$ cat config.mk
export PLATFORM = sky130hd
export DESIGN_NAME = timer_pwm_capture_modes
export DESIGN_NICKNAME = d
export VERILOG_FILES = /design/src/core/timer_pkg.sv /design/src/core/pin_sync.sv /design/src/core/timer_pwm_capture_modes.sv
export SDC_FILE = /design/constraint.sdc
export NUM_CORES = 1
export LEC_CHECK = 0
export ABC_AREA = 1
export BUFFER_PORTS_ARGS = -buffer_cell sky130_fd_sc_hd__buf_2
export CAP_MARGIN = 20
export CORE_MARGIN = 10
export CORE_UTILIZATION = 35
export CTS_BUF_LIST = sky130_fd_sc_hd__clkbuf_4 sky130_fd_sc_hd__clkbuf_8
export CTS_CLUSTER_DIAMETER = 100
export DETAILED_ROUTE_END_ITERATION = 7
export PLACE_DENSITY = 0.56
export SLEW_MARGIN = 40
export SYNTH_ARGS = -nofsm -noshare
export SYNTH_HDL_FRONTEND = slang
export SYNTH_SLANG_ARGS = --single-unit
$ cat constraint.sdc
create_clock -name clk -period 2.99 [get_ports clk]
set_clock_uncertainty 0.1 [all_clocks]
set_input_delay 0.299 -clock clk [delete_from_list [all_inputs] [get_ports clk]]
set_output_delay 0.299 -clock clk [all_outputs]
set_load 0.05 [all_outputs]
$ cat src/core/timer_pkg.sv
// Constants, register map and mode codes for the 16-bit PWM/capture timer
package timer_pkg;

  // Register byte offsets on the software port
  localparam logic [3:0] ADDR_CTL0 = 4'h0;
  localparam logic [3:0] ADDR_CTL1 = 4'h1;
  localparam logic [3:0] ADDR_CNT_H = 4'h2;
  localparam logic [3:0] ADDR_CNT_L = 4'h3;
  localparam logic [3:0] ADDR_RLD_H = 4'h4;
  localparam logic [3:0] ADDR_RLD_L = 4'h5;
  localparam logic [3:0] ADDR_MAT_H = 4'h6;
  localparam logic [3:0] ADDR_MAT_L = 4'h7;

  // Field positions in timer_control_zero
  localparam int CTL0_CAP_BIT = 0;

  // Field positions in the second control register
  localparam int CTL1_EN_BIT = 7;
  localparam int CTL1_POL_BIT = 6;
  localparam int CTL1_MODE_HI = 5;
  localparam int CTL1_MODE_LO = 4;
  localparam int CTL1_PRE_HI = 3;
  localparam int CTL1_PRE_LO = 1;
  localparam int CTL1_PIN_BIT = 0;

  // Widths
  localparam int DATA_W = 8;
  localparam int CNT_W = 16;
  localparam int PRE_W = 7;

  // Reset values and the restart count
  localparam logic [15:0] CNT_START = 16'h0001;
  localparam logic [15:0] CNT_RST = 16'h0001;
  localparam logic [15:0] RLD_RST = 16'hFFFF;
  localparam logic [15:0] MAT_RST = 16'h0000;
  localparam logic [2:0] PRE_SEL_RST = 3'h0;
  localparam logic [6:0] PRE_ONE = 7'h01;

  // Operating modes
  typedef enum logic [1:0] {
    MODE_COMP_CNT = 2'b00,
    MODE_PWM_ONE = 2'b01,
    MODE_CAPTURE = 2'b10,
    MODE_PWM_DUAL = 2'b11
  } mode_t;

endpackage : timer_pkg

$ cat src/core/pin_sync.sv
// Three-stage input synchroniser with agreement filter and edge pulses
`timescale 1ns/1ps
`default_nettype none

module pin_sync (
  input wire logic clk,
  input wire logic arst_n,
  input wire logic pin_i,
  output logic level,
  output logic rise,
  output logic fall
);

  logic s1_reg, s2_reg, s3_reg;
  logic lvl_reg, lvl_next;
  logic rise_reg, rise_next;
  logic fall_reg, fall_next;

  // Accept a change only when stages two and three agree
  always_comb begin
    lvl_next = lvl_reg;
    rise_next = 1'b0;
    fall_next = 1'b0;
    if (s2_reg == s3_reg) begin
      lvl_next = s3_reg;
      rise_next = s3_reg & ~lvl_reg;
      fall_next = ~s3_reg & lvl_reg;
    end
  end

  // Shift chain and filtered state
  always_ff @(posedge clk or negedge arst_n) begin
    if (!arst_n) begin
      s1_reg <= 1'b0;
      s2_reg <= 1'b0;
      s3_reg <= 1'b0;
      lvl_reg <= 1'b0;
      rise_reg <= 1'b0;
      fall_reg <= 1'b0;
    end else begin
      s1_reg <= pin_i;
      s2_reg <= s1_reg;
      s3_reg <= s2_reg;
      lvl_reg <= lvl_next;
      rise_reg <= rise_next;
      fall_reg <= fall_next;
    end
  end

  assign level = lvl_reg;
  assign rise = rise_reg;
  assign fall = fall_reg;

endmodule : pin_sync

`default_nettype wire

$ cat src/core/timer_pwm_capture_modes.sv
// 16-bit timer with comparator counting, PWM and input capture modes
//
// Functional notes
// - Comparator mode counts comparator edges chosen by the polarity bit.
// - Comparator mode restarts at 0001H after each reload; start count only first.
// - Single PWM counts prescaled system clock, toggles output at match.
// - Single PWM at reload raises interrupt, restarts at 0001H, keeps counting.
// - Polarity one: output starts high, low at match, high on reload.
// - Polarity zero: high fraction is (reload minus match) over reload.
// - Polarity one: high fraction is match over reload.
// - PWM period equals reload times prescale over system clock.
// - A start other than 0001H makes the first period start to reload.
// - Dual PWM turns the timer input pin into the complementary output.
// - Capture mode copies the running count into match on input edge.
// - Polarity bit picks rising or falling input edge for capture.
// - Capture raises interrupt, keeps counting, sets the capture flag.
// - Capture-mode reload raises interrupt, keeps counting, clears the flag.
`timescale 1ns/1ps
`default_nettype none

module timer_pwm_capture_modes (
  input wire logic clk,
  input wire logic arst_n,
  input wire logic [3:0] reg_addr,
  input wire logic [7:0] reg_wdata,
  input wire logic reg_wr,
  input wire logic reg_rd,
  output logic [7:0] reg_rdata,
  input wire logic tin_i,
  output logic tin_o,
  output logic tin_oe_n,
  output logic tout_o,
  output logic tout_oe_n,
  input wire logic comp_i,
  output logic timer_irq
);

  // Selected edge: polarity zero takes rising, one takes falling
  function automatic logic pick_edge(input logic pol, input logic rise,
                                     input logic fall);
    pick_edge = pol ? fall : rise;
  endfunction : pick_edge

  // Terminal count of the prescaler for a divide by two to the power sel
  function automatic logic [6:0] pre_limit(input logic [2:0] sel);
    pre_limit = (timer_pkg::PRE_ONE << sel) - timer_pkg::PRE_ONE;
  endfunction : pre_limit

  // Synchronised pin edges
  logic tin_rise, tin_fall;
  logic comp_rise, comp_fall;

  // Raw pins and edge pulses, one lane per synchronised input
  localparam int PIN_TIN = 0;
  localparam int PIN_COMP = 1;
  localparam int PIN_N = 2;
  logic [PIN_N-1:0] pin_raw;
  logic [PIN_N-1:0] pin_rise;
  logic [PIN_N-1:0] pin_fall;

  // Configuration
  logic en_reg, en_next;
  logic pol_reg, pol_next;
  timer_pkg::mode_t mode_reg, mode_next;
  logic [2:0] pre_sel_reg, pre_sel_next;
  logic pin_en_reg, pin_en_next;

  // Counter, reload, match and status
  logic [15:0] cnt_reg, cnt_next;
  logic [15:0] rld_reg, rld_next;
  logic [15:0] mat_reg, mat_next;
  logic cap_flag_reg, cap_flag_next;
  logic out_reg, out_next;
  logic irq_reg, irq_next;

  // Pin drivers
  logic tout_oe_n_reg, tout_oe_n_next;
  logic tin_o_reg, tin_o_next;
  logic tin_oe_n_reg, tin_oe_n_next;

  // Prescaler
  logic [6:0] pre_reg, pre_next;
  logic pre_tick;

  // Read port
  logic [7:0] rdata_reg, rdata_next;

  // Decoded control
  logic is_pwm;
  logic step;
  logic cap_edge;
  logic [15:0] cnt_inc;
  logic [7:0] ctl1_wr;

  // Input lanes: comparator output above, timer input pin below
  assign pin_raw = {comp_i, tin_i};

  // One three-stage synchroniser per input lane
  for (genvar gi = 0; gi < PIN_N; gi++) begin : g_sync
    pin_sync u_pin_sync (
      .clk(clk),
      .arst_n(arst_n),
      .pin_i(pin_raw[gi]),
      .level(),
      .rise(pin_rise[gi]),
      .fall(pin_fall[gi])
    );
  end

  // Edge pulses by name
  assign tin_rise = pin_rise[PIN_TIN];
  assign tin_fall = pin_fall[PIN_TIN];
  assign comp_rise = pin_rise[PIN_COMP];
  assign comp_fall = pin_fall[PIN_COMP];

  // Prescaler runs only while enabled and restarts when stopped
  always_comb begin
    pre_tick = en_reg && (pre_reg == pre_limit(pre_sel_reg));
    pre_next = pre_reg;
    if (!en_reg) begin
      pre_next = '0;
    end else if (pre_tick) begin
      pre_next = '0;
    end else begin
      pre_next = pre_reg + timer_pkg::PRE_ONE;
    end
  end

  // Prescaler state
  always_ff @(posedge clk or negedge arst_n) begin
    if (!arst_n) begin
      pre_reg <= '0;
    end else begin
      pre_reg <= pre_next;
    end
  end

  // Count source and capture strobe
  always_comb begin
    is_pwm = (mode_reg == timer_pkg::MODE_PWM_ONE) ||
             (mode_reg == timer_pkg::MODE_PWM_DUAL);
    if (mode_reg == timer_pkg::MODE_COMP_CNT) begin
      step = en_reg && pick_edge(pol_reg, comp_rise, comp_fall);
    end else begin
      step = pre_tick;
    end
    cap_edge = en_reg && (mode_reg == timer_pkg::MODE_CAPTURE) &&
               pick_edge(pol_reg, tin_rise, tin_fall);
    cnt_inc = cnt_reg + timer_pkg::CNT_START;
    ctl1_wr = reg_wdata;
  end

  // Register writes, counting, output level and capture
  always_comb begin
    en_next = en_reg;
    pol_next = pol_reg;
    mode_next = mode_reg;
    pre_sel_next = pre_sel_reg;
    pin_en_next = pin_en_reg;
    cnt_next = cnt_reg;
    rld_next = rld_reg;
    mat_next = mat_reg;
    cap_flag_next = cap_flag_reg;
    out_next = out_reg;
    irq_next = 1'b0;

    // Count step: reload restarts at the fixed start value
    if (step) begin
      if (cnt_reg == rld_reg) begin
        cnt_next = timer_pkg::CNT_START;
        irq_next = 1'b1;
        if (is_pwm) begin
          out_next = pol_reg;
        end else begin
          out_next = ~out_reg;
        end
        if (mode_reg == timer_pkg::MODE_CAPTURE) begin
          cap_flag_next = 1'b0;
        end
      end else begin
        cnt_next = cnt_inc;
        if (is_pwm && (cnt_reg == mat_reg)) begin
          out_next = ~out_reg;
        end
      end
    end

    // Software writes to the byte registers
    if (reg_wr) begin
      unique case (reg_addr)
        timer_pkg::ADDR_CTL1: begin
          en_next = ctl1_wr[timer_pkg::CTL1_EN_BIT];
          pol_next = ctl1_wr[timer_pkg::CTL1_POL_BIT];
          mode_next = timer_pkg::mode_t'(
            ctl1_wr[timer_pkg::CTL1_MODE_HI:timer_pkg::CTL1_MODE_LO]);
          pre_sel_next = ctl1_wr[timer_pkg::CTL1_PRE_HI:timer_pkg::CTL1_PRE_LO];
          pin_en_next = ctl1_wr[timer_pkg::CTL1_PIN_BIT];
          if (ctl1_wr[timer_pkg::CTL1_EN_BIT] && !en_reg) begin
            out_next = ctl1_wr[timer_pkg::CTL1_POL_BIT];
          end
        end
        timer_pkg::ADDR_CNT_H: begin
          cnt_next[timer_pkg::CNT_W-1:timer_pkg::DATA_W] = reg_wdata;
        end
        timer_pkg::ADDR_CNT_L: begin
          cnt_next[timer_pkg::DATA_W-1:0] = reg_wdata;
        end
        timer_pkg::ADDR_RLD_H: begin
          rld_next[timer_pkg::CNT_W-1:timer_pkg::DATA_W] = reg_wdata;
        end
        timer_pkg::ADDR_RLD_L: begin
          rld_next[timer_pkg::DATA_W-1:0] = reg_wdata;
        end
        timer_pkg::ADDR_MAT_H: begin
          mat_next[timer_pkg::CNT_W-1:timer_pkg::DATA_W] = reg_wdata;
        end
        timer_pkg::ADDR_MAT_L: begin
          mat_next[timer_pkg::DATA_W-1:0] = reg_wdata;
        end
        default: begin
        end
      endcase
    end

    // Capture overrides a same-cycle reload clear and a match write
    if (cap_edge) begin
      mat_next = cnt_reg;
      cap_flag_next = 1'b1;
      irq_next = 1'b1;
    end
  end

  // Configuration, counter and status state
  always_ff @(posedge clk or negedge arst_n) begin
    if (!arst_n) begin
      en_reg <= 1'b0;
      pol_reg <= 1'b0;
      mode_reg <= timer_pkg::MODE_COMP_CNT;
      pre_sel_reg <= timer_pkg::PRE_SEL_RST;
      pin_en_reg <= 1'b0;
      cnt_reg <= timer_pkg::CNT_RST;
      rld_reg <= timer_pkg::RLD_RST;
      mat_reg <= timer_pkg::MAT_RST;
      cap_flag_reg <= 1'b0;
      out_reg <= 1'b0;
      irq_reg <= 1'b0;
    end else begin
      en_reg <= en_next;
      pol_reg <= pol_next;
      mode_reg <= mode_next;
      pre_sel_reg <= pre_sel_next;
      pin_en_reg <= pin_en_next;
      cnt_reg <= cnt_next;
      rld_reg <= rld_next;
      mat_reg <= mat_next;
      cap_flag_reg <= cap_flag_next;
      out_reg <= out_next;
      irq_reg <= irq_next;
    end
  end

  // Pin drive: enables are low while driving
  always_comb begin
    tout_oe_n_next = ~pin_en_next;
    tin_oe_n_next = ~(mode_next == timer_pkg::MODE_PWM_DUAL);
    tin_o_next = ~out_next;
  end

  // Pin driver state, released during reset
  always_ff @(posedge clk or negedge arst_n) begin
    if (!arst_n) begin
      tout_oe_n_reg <= 1'b1;
      tin_oe_n_reg <= 1'b1;
      tin_o_reg <= 1'b1;
    end else begin
      tout_oe_n_reg <= tout_oe_n_next;
      tin_oe_n_reg <= tin_oe_n_next;
      tin_o_reg <= tin_o_next;
    end
  end

  // Read mux: data stand one cycle after the strobe, zero otherwise
  always_comb begin
    rdata_next = '0;
    if (reg_rd) begin
      unique case (reg_addr)
        timer_pkg::ADDR_CTL0: begin
          rdata_next[timer_pkg::CTL0_CAP_BIT] = cap_flag_reg;
        end
        timer_pkg::ADDR_CTL1: begin
          rdata_next[timer_pkg::CTL1_EN_BIT] = en_reg;
          rdata_next[timer_pkg::CTL1_POL_BIT] = pol_reg;
          rdata_next[timer_pkg::CTL1_MODE_HI:timer_pkg::CTL1_MODE_LO] = mode_reg;
          rdata_next[timer_pkg::CTL1_PRE_HI:timer_pkg::CTL1_PRE_LO] = pre_sel_reg;
          rdata_next[timer_pkg::CTL1_PIN_BIT] = pin_en_reg;
        end
        timer_pkg::ADDR_CNT_H: begin
          rdata_next = cnt_reg[timer_pkg::CNT_W-1:timer_pkg::DATA_W];
        end
        timer_pkg::ADDR_CNT_L: begin
          rdata_next = cnt_reg[timer_pkg::DATA_W-1:0];
        end
        timer_pkg::ADDR_RLD_H: begin
          rdata_next = rld_reg[timer_pkg::CNT_W-1:timer_pkg::DATA_W];
        end
        timer_pkg::ADDR_RLD_L: begin
          rdata_next = rld_reg[timer_pkg::DATA_W-1:0];
        end
        timer_pkg::ADDR_MAT_H: begin
          rdata_next = mat_reg[timer_pkg::CNT_W-1:timer_pkg::DATA_W];
        end
        timer_pkg::ADDR_MAT_L: begin
          rdata_next = mat_reg[timer_pkg::DATA_W-1:0];
        end
        default: begin
          rdata_next = '0;
        end
      endcase
    end
  end

  // Read data register
  always_ff @(posedge clk or negedge arst_n) begin
    if (!arst_n) begin
      rdata_reg <= '0;
    end else begin
      rdata_reg <= rdata_next;
    end
  end

  // Outputs straight from flip-flops
  assign reg_rdata = rdata_reg;
  assign tout_o = out_reg;
  assign tout_oe_n = tout_oe_n_reg;
  assign tin_o = tin_o_reg;
  assign tin_oe_n = tin_oe_n_reg;
  assign timer_irq = irq_reg;

endmodule : timer_pwm_capture_modes

`default_nettype wire

# Yosys cells after proc, flatten, opt, wreduce, memory -nomap -nowiden
# Cells that the tools add are included.
dict set report totals {
  input_bits 18
  out_inout_bits 13
  ff_bits 89
}
dict set report classes {
  n_eq_ne 16
  muxes 39
  reduce_logical 22
  addsub 3
  bitwise_logic 12
  shift 1
}
# operator n
set ops {}
lappend ops {{$mux 16} 5}
lappend ops {{$pmux 7 s7} 1}
lappend ops {{$mux 8} 5}
lappend ops {{$eq 16x16->1} 2}
lappend ops {{$mux 1} 23}
lappend ops {{$add 16x1->16 const B} 1}
lappend ops {{$eq 4x3->1 const B} 4}
lappend ops {{$mux 7} 2}
lappend ops {{$reduce_bool 2->1} 6}
lappend ops {{$reduce_and 2->1} 5}
lappend ops {{$eq 4x2->1 const B} 2}
lappend ops {{$not 1->1} 8}
lappend ops {{$pmux 1 s8} 1}
lappend ops {{$add 7x1->7 const B} 1}
lappend ops {{$eq 7x7->1} 1}
lappend ops {{$shl 1x3->7 const A} 1}
lappend ops {{$sub 7x1->7 const B} 1}
lappend ops {{$eq 2x2->1 const B} 3}
lappend ops {{$logic_and 1x1->1} 6}
lappend ops {{$and 1x1->1} 4}
lappend ops {{$eq 4x1->1 const B} 1}
lappend ops {{$logic_not 4->1} 1}
lappend ops {{$mux 2} 2}
lappend ops {{$reduce_and 3->1} 1}
lappend ops {{5 further kinds} 6}

# Longest topological paths before layout
dict set report logic_depth {
  word_depth 10
  mapped_depth 20
}

# Cells and area by module
# Synthesis repeated with hierarchy kept, for this count alone.
dict set report unflattened {
  cells_unflattened 725
  hier_area_um2 5176.2
}
# mod area_per_inst_um2 instances seq_area_each_um2 cells_each
set by_module_without_submodules {}
lappend by_module_without_submodules {timer_pwm_capture_modes 4808.4 1 1951.9 703}
lappend by_module_without_submodules {pin_sync 183.9 2 150.1 11}

# Worst setup path after synthesis
# OpenSTA, ideal clock, no wires.
dict set report synth_path {
  path_type {flip-flop to flip-flop}
  startpoint {register pre_sel_reg[2]}
  endpoint {register cnt_reg[11]}
  synth_period_minus_slack_ns 2.248
  arrival_time_ns 2.030
  setup_slack_ns 0.742
  n_path_buf 3
  setup_time_ns 0.118
  path_stages_with_launch 19
  cell_sequence {dfrtp_1 > buf_6 > nor2_4 > nand2_2 > ha_1 > inv_1 > nand2_1 > nand2_1 > nand3_1 > nor2_2 > nand2_1 > nor2_4 > nand3_4 > nand2_4 > buf_12 > buf_12 > nand4_1 > nand3_1 > nand2_1}
}
dict set report synth_between {
  elab_chain_len 8
}
# item line
set synth_rtl {}
lappend synth_rtl {{start: declaration} timer_pwm_capture_modes.sv:65} ;# logic [2:0] pre_sel_reg, pre_sel_next;
lappend synth_rtl {{start signal: assignment} timer_pwm_capture_modes.sv:239} ;# pre_sel_reg <= timer_pkg::PRE_SEL_RST;
lappend synth_rtl {{start signal: assignment} timer_pwm_capture_modes.sv:251} ;# pre_sel_reg <= pre_sel_next;
lappend synth_rtl {{$shl 1x3->7 (*)} timer_pwm_capture_modes.sv:46} ;# pre_limit = (timer_pkg::PRE_ONE << sel) - timer_pkg::PRE_ONE;
lappend synth_rtl {{$sub 7x1->7 (*)} timer_pwm_capture_modes.sv:46}
lappend synth_rtl {{$eq 7x7->1 (*)} timer_pwm_capture_modes.sv:118} ;# pre_tick = en_reg && (pre_reg == pre_limit(pre_sel_reg));
lappend synth_rtl {{$logic_and 1x1->1 (*)} timer_pwm_capture_modes.sv:118}
lappend synth_rtl {{$mux 1 (*)} timer_pwm_capture_modes.sv:142} ;# if (mode_reg == timer_pkg::MODE_COMP_CNT) begin
lappend synth_rtl {{$mux 16 (*)} timer_pwm_capture_modes.sv:168} ;# if (step) begin
lappend synth_rtl {{$mux 8} timer_pwm_capture_modes.sv:190} ;# unique case (reg_addr)
lappend synth_rtl {{$mux 16 (*)} timer_pwm_capture_modes.sv:189} ;# if (reg_wr) begin
lappend synth_rtl {{named net cnt_next[11]} timer_pwm_capture_modes.sv:69} ;# logic [15:0] cnt_reg, cnt_next;
lappend synth_rtl {{end signal: assignment} timer_pwm_capture_modes.sv:241} ;# cnt_reg <= timer_pkg::CNT_RST;
lappend synth_rtl {{end signal: assignment} timer_pwm_capture_modes.sv:253} ;# cnt_reg <= cnt_next;
lappend synth_rtl {{end: declaration} timer_pwm_capture_modes.sv:69}
# The timed path passes the listed nets; every way through them passes the cells marked *.
# A chain may end at the register's enable or synchronous reset.

# Worst setup path after layout
dict set report layout_path {
  startpoint {register pre_sel_reg[2]}
  endpoint {register cnt_reg[0]}
}
# Same word-level chain as after synthesis.

==> flow_metrics.tcl <==
set metrics [dict create \
    pre_cts_ws_ns 0.391 \
    cts_root_buffer "clkbuf_8" \
    place_inst 953 \
    total_power_mw 4.26 \
    achievable-frequency_mhz 384 \
    coreArea_um2 14700 \
    slew_viol_final 0 \
    gp_congestion 0.946 \
    grt_overflow 0 \
    yosys.area.top_type "dfrtp_1" \
    cts_buffers 9 \
    insertion_delay_ns 0.40 \
    post-route-drc-count 0 \
    tightest_slew_ns 0.787 \
    tritoncts "done" \
    drv_cap 0 \
    antenna_found_initial 0 \
    synth_cell_types 37 \
    min_path_type "in -> reg" \
    cts.sinks 89 \
    hold_viol 0 \
    io-pin-count 31 \
    dieHeight_um 143 \
    yosys-top-cells-count "258 x nand2_1, 98 x inv_1, 69 x dfrtp_1, 69 x nor2_1, 45 x nand3_1" \
    worstPathArrival_ns 2.84 \
    n_antenna_cell 0 \
    routed_wl_um 17200 \
    power_density_nw_per_um2 726 \
    fin_setup_tns_ns 0 \
    postCtsSetupBuffers 0 \
    avgRoutedWirePerCell_um 17.7 \
    yosys_register_bits 89 \
    routedLengthMet1_um 8280 \
    dr_total_vias 5089 \
    fin_cells 972 \
    timing.final.crit_share_pct 87.0 \
    yosys.area.top_type_share_pct 32.6 \
    clk_pin_slew_ns 0.11 \
    syn-num-nets 765 \
    die_x_um 143 \
    ys_seq_area_share_pct 42.5 \
    synthArstFlopShare_pct 100 \
    crit_type "reg -> reg" \
    grt_pass1_vias 4700 \
    cp-end-kind "flop" \
    syn_area_um2 5300 \
    leakage_nw 2.88 \
    cts.path.max_buffers 2 \
    die-area_um2 20500 \
    post_drt_via_cell_ratio 5.24 \
    h-tree-depth 3 \
    postRouteAntennaNets 0 \
    synth_cells 744 \
    syn_area_per_cell_um2 7.12 \
    rows 44 \
    drive_gt1_share_pct 12.8 \
    synth_area_leaders "dfrtp_1 33%, nand2_1 18%, dfstp_2 9.9%" \
    fin_crit_ns 2.60 \
    ys.warnings.count 0 \
    postLayoutSetupSlackWorst_ns 0.387 \
    synth_flop_cell "dfrtp_1" \
    port_buffers 30 \
    wl_met3_um 1450 \
    slew_headroom_pct 47.4 \
    worstPathRequired_ns 3.22 \
    yosysMostFrequentCell "nand2_1" \
    status "completed" \
    num-fill-cells 1542 \
    ir_worst_vdd_mv 0.372 \
    rsz0062_at_grt "false" \
    setup_violations 0 \
    place_hpwl_um 12900 \
    route.met2.wl_um 7040 \
    nets 804 \
    grt_max_degree 46 \
    start_util_pct 36.1 \
    drtIter0Drc 569 \
    top_layer "met4" \
    dr.pass1.iters 6 \
    grt_pass1_wl_um 27000 \
    worstPathMaxFanout 12 \
    start_kind "flop" \
    synth_edf_count 0 \
    area.growth.synth_to_final_pct 10.8 \
    gr-usage-all-layers_pct 17.3 \
]
power by group:
group	internal (mW)	leakage [nW]	switching (mW)
Combinational	0.517	1.72	1.01
Clock	0.308	0.0839	0.494
Sequential	1.53	1.08	0.402
stage by stage:
stage | hold WS, ns | area [um2] | util, %
3_5_place_dp | 0.235 | 5670 | 38.5
4_1_cts | 0.0532 | 5870 | 40.0
3_3_place_gp | 0.233 | 5670 | 38.5
6_report | 0.0612 | 5870 | 40.0
2_1_floorplan | -0.0966 | 5300 | -
5_1_grt | 0.0842 | 5870 | 40.0
logic make-up (layout without fill, tap and decap cells):
group	after synthesis	after routing	synth area share, %
buffers and inverters	123	167	9.75
adder cells (fa/ha/maj)	3	3	0.708
XOR/XNOR	15	15	2.48
AO/OA/AOI/OAI	94	94	10.6
flip-flops	89	89	42.5
AND/OR/NAND/NOR	420	420	34.0
worst max-delay path, cell delays in order (launching register included):
cell	delay, ns
dfrtp_1	0.57
nor2_4	0.07
nand2_2	0.08
ha_1	0.26
inv_2	0.07
nand2_1	0.06
nand2_1	0.07
nand2_1	0.07
nand2_1	0.05
nor2_1	0.11
nand2_1	0.10
nor2_4	0.10
nand3_4	0.11
nand2_4	0.15
nand2_1	0.15
nand2_1	0.11
inv_1	0.11
a21oi_1	0.19
worst paths after layout:
path	slack, ns	endpoint	start	depth (start not counted)
max	0.39	cnt_reg[0]	pre_sel_reg[2]	17
min	0.06	cnt_reg[5]	reg_wdata[5]	3
max reg2reg	0.39	cnt_reg[0]	pre_sel_reg[2]	17
min reg2reg	0.26	g_sync[1].u_pin_sync.s2_reg	g_sync[1].u_pin_sync.s1_reg	0
max in group asynchronous	1.73	rld_reg[11]	arst_n	3
min in group asynchronous	0.34	cnt_reg[5]	arst_n	2
per-layer routing:
| metal | up-vias | GRT usage [%] |
|---|---|---|
| met5 | - | 0 |
| met1 | 2395 | 25.6 |
| met2 | 210 | 24.2 |
| li1 | 2458 | - |
| met4 | 0 | 6.03 |
| met3 | 26 | 3.58 |
cell usage in the layout, fill, tap and decap left out, drive strengths merged:
master / count
nor4: 1
nand2: 263
clkbuf: 9
ha: 3
xnor2: 9
nor3: 11
a21oi: 14
o22ai: 11
clkinv: 5
dfstp: 20
nor2: 77
nand4: 19
buf: 41
dfrtp: 69
a211oi: 1
o211ai: 12
clkinvlp: 2
nand3b: 2
a2111oi: 2
nand3: 47
o221ai: 6
xor2: 6
o21ai: 44
inv: 107
a221oi: 4
dlygate4sd3: 3
area by class of cell:
| class | count | area [um2] | area share [%] |
|---|---|---|---|
| Multi-Input combinational cell | 532 | 2530 | 43.1 |
| Sequential cell | 89 | 2250 | 38.3 |
| Tap cell | 184 | 230 | 3.92 |
| Inverter | 107 | 404 | 6.88 |
| Timing Repair Buffer | 44 | 278 | 4.73 |
| Clock inverter | 7 | 53.8 | 0.916 |
| Clock buffer | 9 | 124 | 2.11 |
what timing repair did:
action	in CTS	in global routing
hold endpoints to repair	32	0
gates resized for setup	0	0
hold buffers	3	0
Note: power is estimated with default switching activity, not from simulation.
